`src/hw/sceld_cfg.svh`:
```
// Purpose: constants of the serial configuration memory loader
// Assumes: 200 MHz core clock, four-wire serial memory, 16-bit words
// Notes:   offsets none; only timing, command and field values
//
// Overview of operation
// RULE_01: With the presence strap high the loader reads its configuration from the external memory over the serial link.
// RULE_02: With the presence strap low or open no serial load is ever started.
// RULE_03: A dedicated select output selects the memory during each configuration access.
// RULE_04: The loader drives serial data on its data output, which the memory takes as its data input.
// RULE_05: With bus speed 2'b11 (25 MHz bus) the serial clock has a 4 us cycle during the load.
// RULE_06: With bus speed 2'b00 (125 MHz bus) the serial clock has an 800 ns cycle during the load.
// RULE_07: With the memory present the loader samples its serial input, driven by the memory's data output.
// RULE_08: With no memory the serial input level is caught as a strap: low gives 8-bit, high 16-bit bus mode.
// RULE_09: Outside an active load the select stays low and the serial clock stays idle low.
`ifndef SCELD_CFG_SVH
`define SCELD_CFG_SVH

`define SCELD_CLK_PERIOD_NS  5
`define SCELD_SK_SLOW_NS     4000
`define SCELD_SK_FAST_NS     800
`define SCELD_HALF_SLOW      ((`SCELD_SK_SLOW_NS / `SCELD_CLK_PERIOD_NS) / 2)
`define SCELD_HALF_FAST      ((`SCELD_SK_FAST_NS / `SCELD_CLK_PERIOD_NS) / 2)
`define SCELD_SPEED_SLOW     2'h3
`define SCELD_SPEED_FAST     2'h0
`define SCELD_READ_OP        3'h6
`define SCELD_CMD_BITS       5'h09
`define SCELD_WORD_BITS      5'h10
`define SCELD_LAST_ADDR      6'h07
`define SCELD_SETTLE_LAST    2'h3

`endif

```
`src/hw/sceld_pkg.sv`:
```
// Purpose: types of the serial configuration memory loader
// Assumes: nothing beyond the cfg header
// Notes:   state structs are registered whole by one always_ff
package sceld_pkg;

    typedef enum logic [2:0] {
        ST_SETTLE,
        ST_DISABLED,
        ST_START,
        ST_SEND,
        ST_READ,
        ST_GAP,
        ST_DONE
    } sceld_state_e;

    typedef struct packed {
        logic [8:0] cnt;
        logic       sk;
        logic       rise;
        logic       fall;
    } sceld_gen_s;

    typedef struct packed {
        sceld_state_e state;
        logic [1:0]   settle;
        logic [4:0]   bits;
        logic [15:0]  shreg;
        logic [5:0]   addr;
        logic         cs;
        logic         dout;
        logic [15:0]  word;
        logic [5:0]   waddr;
        logic         wvalid;
        logic         done;
        logic         used;
        logic         bus16;
        logic         strap_m;
        logic         strap_s;
        logic         sin_m;
        logic         sin_s;
    } sceld_main_s;

endpackage : sceld_pkg

```
`src/hw/sceld_sk_if.sv`:
```
// Purpose: link between loader and its serial clock divider
// Assumes: one clock domain
// Notes:   rise and fall pulse in the cycle the new level shows
`timescale 1ns/1ps
interface sceld_sk_if;
    logic       run;
    logic [8:0] half_m1;
    logic       sk;
    logic       rise;
    logic       fall;

    modport gen  (input run, input half_m1, output sk, output rise,
                  output fall);
    modport user (output run, output half_m1, input sk, input rise,
                  input fall);
endinterface : sceld_sk_if

```
`src/hw/sceld_sk_gen.sv`:
```
// Purpose: serial clock divider for the configuration memory link
// Assumes: half_m1 stable while run is high
// Notes:   each level lasts half_m1 + 1 core cycles
`timescale 1ns/1ps
module sceld_sk_gen
    import sceld_pkg::*;
(
    input  wire logic  core_clk,
    input  wire logic  reset,
    sceld_sk_if.gen    skl
);
    sceld_gen_s s;
    sceld_gen_s next_s;

    always_comb begin
        next_s      = s;
        next_s.rise = 1'b0;
        next_s.fall = 1'b0;
        if (!skl.run) begin
            // idle low, counter parked so each run starts on a full half
            next_s.cnt = 9'h000; // RULE_09
            next_s.sk  = 1'b0;
        end else if (s.cnt == skl.half_m1) begin
            next_s.cnt  = 9'h000;
            next_s.sk   = !s.sk;
            next_s.rise = !s.sk;
            next_s.fall = s.sk;
        end else begin
            next_s.cnt = s.cnt + 9'h001;
        end
    end

    always_ff @(posedge core_clk) begin
        if (reset) begin
            s <= '0;
        end else begin
            s <= next_s;
        end
    end

    assign skl.sk   = s.sk;
    assign skl.rise = s.rise;
    assign skl.fall = s.fall;
endmodule : sceld_sk_gen

```
`src/hw/sceld_loader.sv`:
```
// Purpose: loads configuration words from an optional serial memory
// Assumes: strap and serial input are asynchronous pins
// Notes:   reads words 0..7 with a read command, one word per select
`timescale 1ns/1ps
`include "sceld_cfg.svh"
module sceld_loader
    import sceld_pkg::*;
(
    input  wire logic        core_clk,
    input  wire logic        reset,
    input  wire logic        cfg_mem_present_strap,
    input  wire logic [1:0]  internal_bus_speed_control,
    input  wire logic        cfg_mem_serial_in,
    output logic             cfg_mem_select,
    output logic             cfg_mem_serial_clock,
    output logic             cfg_mem_serial_out,
    output logic [15:0]      cfg_word_data,
    output logic [5:0]       cfg_word_addr,
    output logic             cfg_word_valid,
    output logic             load_done,
    output logic             cfg_mem_used,
    output logic             host_bus_16bit
);
    localparam int HALF_SLOW_M1 = `SCELD_HALF_SLOW - 1;
    localparam int HALF_FAST_M1 = `SCELD_HALF_FAST - 1;
    // held as a vector so single opcode bits can be picked
    localparam logic [2:0] READ_OP = `SCELD_READ_OP;

    // ---------------------------------------------------------------
    // speed decode
    // ---------------------------------------------------------------
    // codes 01 and 10 get the slow clock: safe for any bus speed
    function automatic logic [8:0] half_of(input logic [1:0] spd);
        if (spd == `SCELD_SPEED_FAST) begin
            half_of = 9'(HALF_FAST_M1);
        end else begin
            half_of = 9'(HALF_SLOW_M1);
        end
    endfunction : half_of

    sceld_main_s s;
    sceld_main_s next_s;
    sceld_sk_if  skl ();

    sceld_sk_gen u_gen (
        .core_clk (core_clk),
        .reset    (reset),
        .skl      (skl)
    );

    assign skl.half_m1 = half_of(internal_bus_speed_control); // RULE_05 RULE_06
    assign skl.run     = (s.state == ST_SEND) || (s.state == ST_READ) ||
                         (s.state == ST_GAP);

    // ---------------------------------------------------------------
    // sequencer
    // ---------------------------------------------------------------
    always_comb begin
        next_s         = s;
        next_s.wvalid  = 1'b0;
        // two flops on each pin before anything reads them
        next_s.strap_m = cfg_mem_present_strap;
        next_s.strap_s = s.strap_m;
        next_s.sin_m   = cfg_mem_serial_in;
        next_s.sin_s   = s.sin_m;
        case (s.state)
            ST_SETTLE: begin
                // wait for the synchronisers to fill before trusting straps
                next_s.settle = s.settle + 2'h1;
                if (s.settle == `SCELD_SETTLE_LAST) begin
                    if (s.strap_s) begin
                        next_s.used  = 1'b1; // RULE_01
                        next_s.state = ST_START;
                    end else begin
                        next_s.bus16 = s.sin_s; // RULE_08
                        next_s.done  = 1'b1;
                        next_s.state = ST_DISABLED; // RULE_02
                    end
                end
            end
            ST_DISABLED: begin
                next_s.cs = 1'b0; // RULE_02
            end
            ST_START: begin
                next_s.cs    = 1'b1; // RULE_03
                // first opcode bit stands now, the rest follow sk falls
                next_s.dout  = READ_OP[2]; // RULE_04
                next_s.shreg = {READ_OP[1:0], s.addr, 8'h00};
                next_s.bits  = 5'h00;
                next_s.state = ST_SEND;
            end
            ST_SEND: begin
                if (skl.rise) begin
                    next_s.bits = s.bits + 5'h01;
                end else if (skl.fall) begin
                    if (s.bits == `SCELD_CMD_BITS) begin
                        next_s.bits  = 5'h00;
                        next_s.dout  = 1'b0;
                        next_s.state = ST_READ;
                    end else begin
                        next_s.dout  = s.shreg[15]; // RULE_04
                        next_s.shreg = {s.shreg[14:0], 1'b0};
                    end
                end
            end
            ST_READ: begin
                if (skl.rise) begin
                    next_s.shreg = {s.shreg[14:0], s.sin_s}; // RULE_07
                    next_s.bits  = s.bits + 5'h01;
                end else if (skl.fall && s.bits == `SCELD_WORD_BITS) begin
                    next_s.word   = s.shreg;
                    next_s.waddr  = s.addr;
                    next_s.wvalid = 1'b1;
                    next_s.cs     = 1'b0;
                    next_s.state  = ST_GAP;
                end
            end
            ST_GAP: begin
                // one full clock period with select low between words
                if (skl.fall) begin
                    if (s.addr == `SCELD_LAST_ADDR) begin
                        next_s.done  = 1'b1;
                        next_s.state = ST_DONE;
                    end else begin
                        next_s.addr  = s.addr + 6'h01;
                        next_s.state = ST_START;
                    end
                end
            end
            ST_DONE: begin
                next_s.cs   = 1'b0; // RULE_09
                next_s.dout = 1'b0;
            end
            default: begin
                next_s.state = ST_SETTLE;
            end
        endcase
    end

    always_ff @(posedge core_clk) begin
        if (reset) begin
            s <= '0;
        end else begin
            s <= next_s;
        end
    end

    assign cfg_mem_select       = s.cs;
    assign cfg_mem_serial_clock = skl.sk;
    assign cfg_mem_serial_out   = s.dout;
    assign cfg_word_data        = s.word;
    assign cfg_word_addr        = s.waddr;
    assign cfg_word_valid       = s.wvalid;
    assign load_done            = s.done;
    assign cfg_mem_used         = s.used;
    assign host_bus_16bit       = s.bus16;

    // ---------------------------------------------------------------
    // checks
    // ---------------------------------------------------------------
    logic [8:0] hold;

    always_ff @(posedge core_clk) begin
        if (reset || !skl.run || skl.rise || skl.fall) begin
            hold <= 9'h000;
        end else begin
            hold <= hold + 9'h001;
        end
    end
endmodule : sceld_loader

```
`config.mk`:
```
export PLATFORM = sky130hd
export DESIGN_NAME = sceld_loader
export DESIGN_NICKNAME = d
export VERILOG_FILES = /design/src/hw/sceld_pkg.sv /design/src/hw/sceld_sk_if.sv /design/src/hw/sceld_sk_gen.sv /design/src/hw/sceld_loader.sv
export VERILOG_INCLUDE_DIRS = /design/src /design/src/hw
export SDC_FILE = /design/constraint.sdc
export NUM_CORES = 1
export LEC_CHECK = 0
export ABC_AREA = 1
export BUFFER_PORTS_ARGS = -buffer_cell sky130_fd_sc_hd__buf_2
export CORE_AREA = 2 2 84 86
export DETAILED_ROUTE_END_ITERATION = 16
export DIE_AREA = 0 0 86 88
export PLACE_DENSITY = 0.72
export SKIP_LAST_GASP = 1
export SLEW_MARGIN = 15
export SYNTH_ARGS = -nofsm -noshare
export SYNTH_HDL_FRONTEND = slang
export SYNTH_SLANG_ARGS = --single-unit
```
`constraint.sdc`:
```
create_clock -name core_clk -period 2.5 [get_ports core_clk]
set_input_delay 0.25 -clock core_clk [delete_from_list [all_inputs] [get_ports core_clk]]
set_output_delay 0.25 -clock core_clk [all_outputs]
set_load 0.01 [all_outputs]
```
==> impl_results.md, run 1 <==
- Post-synthesis sequential area ratio: 0.425
- Commonest cells after routing, fill and taps aside: nor2_1 (118), nand2_1 (101), dfxtp_1 (76)
- RSZ-0062 raised after global routing: no
- Max Root-Sink Buffers: 2
- Avg Inst Size Synth: 6.96 um^2
- Routability cong.: 0.933
- Via-to-Cell Ratio: 4.94
- Wire per inst: 11.1 um
- Flops & latches, synth: 76
- Slew Viols, Final: 0
- Core ar.: 6640 um^2
- Origin of the critical flop-to-flop path: s[61]
- Start point of the worst hold path: cfg_mem_present_strap
- Worst hold stages: 3
- Post-CTS Setup Bufs: 0
- Top cells by area, synth: dfxtp_1 (43%), nor2_1 (12%), nand2_1 (11%)
- Initial antenna violation count: 0
- Layout area overhead: 7.35%
- Layout cells sized above 1: 0.131
- # Max-Cap Violations: 0
- Synth Warn #: 0
- Cts bufs inserted: 9
- Type of the worst setup path: flop to flop
- Post-Synth Adder-Cell Area: 0.0210
- Fmax: 537 MHz
- Largest net degree at the start of global routing: 49
- HPWL Detailed: 4.72 mm
- Hold Crit Class: input pin to flop
- First-pass DRT Iterations: 4
- Slew Limit Headroom: 0.586
- Gr usage total: 0.188
- Hold-fix buffers, CTS: 0
- Mux contribution to synthesized area: 0
- Status: complete, no violations
- Drt drc: 0
- Vias in the first global route: 2677
- Commonest non-fill, non-tap cell in the layout: nor2_1
- Die W: 86 um
- Buffers added on ports: 34
- Depth of the most critical reg-to-reg path: 9
- Crit path required time: 2.74 ns
- Hold path endpoint: next_s[2]
- # nets final: 535
- Clock sinks: 76
- CTS clock-pin slew for the worst setup and hold paths: 0.08 ns
- Final setup viols: 0
- Clk root buf: clkbuf_8
- # diodes: 0
- GRT overflow: 0
- Post-Synth Simple-Gate Area: 0.303
- Area share of the largest cell type after synthesis: 0.425
- Mapped cell area: 3580 um^2
- R2r endpoint: s[48]
- Flop2flop setup slack: 0.64 ns
- Yosys top cell by area: dfxtp_1
- Static Leak: 1.84 nW
- Synth Net Count: 526
- Final TNS setup: 0 ns
- CP max FO: 32
- Die ar.: 7570 um^2
- H-tree levels: 3
- Syn Inst Count: 514
- Crit share post-route: 0.745
- Worst-Margin Slew: 0.619 ns
- Starting Density: 0.538
- Post-route ant nets: 0
- CP Capture Type: flop
- Startpoint types: flop
- Max VDD drop: 445 uV
- First-pass GRT wire length: 11.5 mm
- Synth Area in XOR/XNOR: 0.0196
- Vias: 3001
- Unique masters post-synth: 28
- Combinational family with the most area after synthesis: simple AND/OR/NAND/NOR gates
- Clk Latency, worst-skew pair: 0.34 ns
- WP data arrival: 2.10 ns
- Die Height: 88 um
- Final hold slack: 0.115 ns
- CTS tree: yes
- Pwr per Cell Area: 904 nW/um^2
- Final critical-path required period: 1.86 ns
- Core Rows: 30
- Final Skew: 0.0116 ns
- Post-synthesis compound-gate area fraction: 0.102
- Top Ports: 35
- Cells resized by post-CTS repair: 0
- Initial DRC count: 184
- Final Hold Vio Count: 0
- DRT Wirelength: 6.76 mm
==> where the power goes <==
group	internal, mW	switching [mW]
Combinational	0.310	0.596
Clock	0.661	0.440
Sequential	1.34	0.119
==> synthesized netlist by cell type, drive strengths merged <==
cell	number
nand3	26
inv	52
dfxtp	76
a21oi	34
a21boi	1
o21ai	34
clkbuf	6
nor2	123
xor2	8
ha	6
buf	33
nor3	6
nor4	1
o21a	1
a31oi	1
nand2	106
==> per-layer routing <==
metal / global-route usage / share of wire
met5: 0 / 0
met4: 0.0866 / 0.015
met3: 0.0396 / 0.037
met2: 0.297 / 0.44
met1: 0.248 / 0.50
==> area by class of cell <==
| cell class | count | area (um^2) |
|---|---|---|
| clock buffers | 9 | 124 |
| clock inverters | 6 | 113 |
| fillers | 611 | 2800 |
| inverters | 52 | 195 |
| multi-input cells | 347 | 1590 |
| flip-flops and latches | 76 | 1520 |
| well taps | 80 | 100 |
| repair buffers | 37 | 193 |
==> flip-flops by register name (all words and copies together), names as in the netlist <==
| name | flops |
|---|---|
| next_s | 2 |
| cfg_mem_serial_out | 1 |
| cfg_word_data | 16 |
| cfg_word_addr | 6 |
| u_gen.skl.rise | 1 |
| cfg_mem_used | 1 |
| load_done | 1 |
| cfg_word_valid | 1 |
| cfg_mem_select | 1 |
| host_bus_16bit | 1 |
| u_gen.skl.sk | 1 |
| s | 34 |
| u_gen.skl.fall | 1 |
| u_gen.s | 9 |
==> worst max-delay path by stage <==
stage	from	to	slack, ns	cells past startpoint
5_1_grt	u_gen.skl.fall	s[49]	0.39	9
2_1_floorplan	s[54]	cfg_word_data[12]	1.09	10
3_5_place_dp	s[61]	s[45]	0.66	9
3_3_place_gp	s[63]	u_gen.skl.sk	0.73	7
6_report	s[61]	s[48]	0.64	9
4_1_cts	s[61]	s[48]	0.64	9
==> metrics by stage <==
stage	setup slack, ns	utilization	cells	instance area (um^2)	total power, mW
after floorplan	1.09	-	514	3580	2.26
after global placement	0.725	0.542	592	3600	2.36
after detailed placement	0.660	0.542	592	3600	2.39
after CTS	0.641	0.578	607	3840	3.49
after global routing	0.395	0.578	607	3840	3.72
final	0.637	0.578	607	3840	3.47
==> critical path: stages (launching register included) <==
cell	delay [ns]
dfxtp_1	0.52
nor2_2	0.12
nand2_4	0.13
inv_2	0.07
nand2_1	0.09
nand2_2	0.08
nor2_4	0.49
nand2_1	0.12
nand2_1	0.10
nor2_1	0.04
==> cell families (layout without fill, tap and decap cells) <==
kind of cell / count (synthesis) / in the layout
XOR/XNOR: 8 / 8
adder cells (fa/ha/maj): 6 / 6
AND/OR/NAND/NOR: 262 / 262
buffers and inverters: 91 / 104
AO/OA/AOI/OAI: 71 / 71
flip-flops: 76 / 76
No activity file was read; power rests on OpenSTA's default activity.
==> run 2, diff against run 1 <==
--- a/config.mk
+++ b/config.mk
@@ -8,10 +8,10 @@
 export LEC_CHECK = 0
 export ABC_AREA = 1
 export BUFFER_PORTS_ARGS = -buffer_cell sky130_fd_sc_hd__buf_2
-export CORE_AREA = 2 2 84 86
+export CORE_AREA = 2 2 86 88
 export DETAILED_ROUTE_END_ITERATION = 16
-export DIE_AREA = 0 0 86 88
-export PLACE_DENSITY = 0.72
+export DIE_AREA = 0 0 88 90
+export PLACE_DENSITY = 0.71
 export SKIP_LAST_GASP = 1
 export SLEW_MARGIN = 15
 export SYNTH_ARGS = -nofsm -noshare
==> constraint.sdc (replaced) <==
create_clock -name core_clk -period 1.7 [get_ports core_clk]
set_input_delay 0.17 -clock core_clk [delete_from_list [all_inputs] [get_ports core_clk]]
set_output_delay 0.17 -clock core_clk [all_outputs]
set_load 0.01 [all_outputs]
==> impl_results.md, run 2 (synthesis gave the netlist of run 1 again) <==
- Status: complete, no violations
- Final Skew: 0.0137 ns
- CTS clock-pin slew for the worst setup and hold paths: 0.08 ns
- Hold Crit Class: input pin to flop
- First-pass DRT Iterations: 4
- Core Rows: 31
- Gr usage total: 0.190
- Initial antenna violation count: 0
- # Max-Cap Violations: 0
- WP depth: 10
- # nets final: 541
- Commonest non-fill, non-tap cell in the layout: nor2_1
- Layout cells sized above 1: 0.154
- Layout Cells excl Fill: 633
- CTS tree: yes
- Core ar.: 7020 um^2
- DP Area: 3700 um^2
- Routability cong.: 0.914
- Worst hold stages: 3
- WP data arrival: 1.84 ns
- Final Hold Vio Count: 0
- Top cell by count, worst path: nor2_1
- Crit path required time: 1.95 ns
- Max VDD drop: 687 uV
- Layout area overhead: 10.5%
- Max Root-Sink Buffers: 2
- Final TNS setup: 0 ns
- Final setup viols: 0
- Final hold slack: 0.0205 ns
- RSZ-0062 raised after global routing: yes
- Clk root buf: clkbuf_8
- Cts bufs inserted: 9
- Final critical-path required period: 1.59 ns
- Die Height: 90 um
- Critical path, cell by cell: inv_1, ha_1, inv_1, nor2_1, nand3_2, nor2_4, clkinvlp_4, buf_12, nor2_1, nor2_1
- Type of the worst setup path: flop to flop
- Worst slack at placement: 0.0548 ns
- Crit-path slowest cell: dfxtp_1
- Commonest cells after routing, fill and taps aside: nor2_1 (118), nand2_1 (101), dfxtp_1 (73)
- Worst Path Buf+Inv: 4
- Clock sinks: 76
- Depth of the most critical reg-to-reg path: 10
- Drt drc: 0
- Finished Cell Area: 3950 um^2
- Top Ports: 35
- Max reg flops: 34
- Wire per inst: 11.2 um
- Reg with most FFs: s
- Flop2flop setup slack: 0.11 ns
- CP Capture Type: flop
- HPWL Detailed: 5.00 mm
- Pwr per Cell Area: 1270 nW/um^2
- Starting Density: 0.510
- Clk Latency, worst-skew pair: 0.35 ns
- Vias in the first global route: 2682
- DRT Wirelength: 7.10 mm
- Buffers added on ports: 34
- Setup WS post-layout: 0.112 ns
- Die W: 88 um
- Largest net degree at the start of global routing: 49
- Slew Limit Headroom: 0.786
- DP Cell Count: 616
- First-pass GRT wire length: 12.0 mm
- Startpoint types: flop
- Total Power: 5.01 mW
- Fmax: 630 MHz
- Max incr delay on CP: 0.35 ns
- Static Leak: 1.88 nW
- CP top delay family: simple AND/OR/NAND/NOR gates
- Post-layout util: 0.563
- Initial DRC count: 219
- Worst-Margin Slew: 0.320 ns
- H-tree levels: 3
- CP max FO: 16
- Vias: 2997
- GRT overflow: 0
- Crit share post-route: 0.934
- # diodes: 0
- Slew Viols, Final: 0
- Via-to-Cell Ratio: 4.73
- Post-route ant nets: 0
- Die ar.: 7920 um^2
==> run 2: cell count changes in the layout (fill, tap and decap cells not counted), moves of 2 or more <==
cell and change:
buf_12 +4, bufinv_16 -2, buf_4 +2, dfxtp_2 +3
dfxtp_1 -3
==> run 2: worst min-delay path, cell delays in order <==
cell and delay (ns):
buf_2 0.09, inv_1 0.04, nor2_1 0.03
==> run 2: worst paths after layout <==
kind	from	end
setup / recovery	s[55]	cfg_word_data[11]
hold / removal	cfg_mem_present_strap	next_s[2]
setup reg to reg	s[55]	cfg_word_data[11]
hold reg to reg	next_s[0]	s[0]
==> run 2: cell type report <==
| class | count | area, um^2 |
|---|---|---|
| timing repair buffer | 43 | 288 |
| sequential | 76 | 1530 |
| inverter | 52 | 199 |
| tap | 99 | 124 |
| multi-input combinational | 347 | 1610 |
| fill | 679 | 3070 |
| clock inverter | 6 | 70.1 |
| clock buffer | 10 | 138 |
==> run 2: power breakdown <==
part           leakage, nW  switching [mW]  internal [mW]
combinational         1.15           0.914          0.527
clock                0.107           0.683          0.731
sequential           0.619           0.175           1.98
total                 1.88            1.77           3.24
==> run 2: layer usage <==
metal / routed length, um / GRT usage / share of wire
met3: 265 / 0.0367 / 0.037
met1: 3570 / 0.264 / 0.50
met4: 46 / 0.0833 / 0.0065
met5: 0 / 0 / 0
met2: 3210 / 0.283 / 0.45
==> run 2: timing repair <==
item	4_1_cts	5_1_grt
gates resized for setup	0	7
buffers inserted	0	1
hold buffers	0	0
hold endpoints to repair	0	0
setup endpoints to repair	0	33
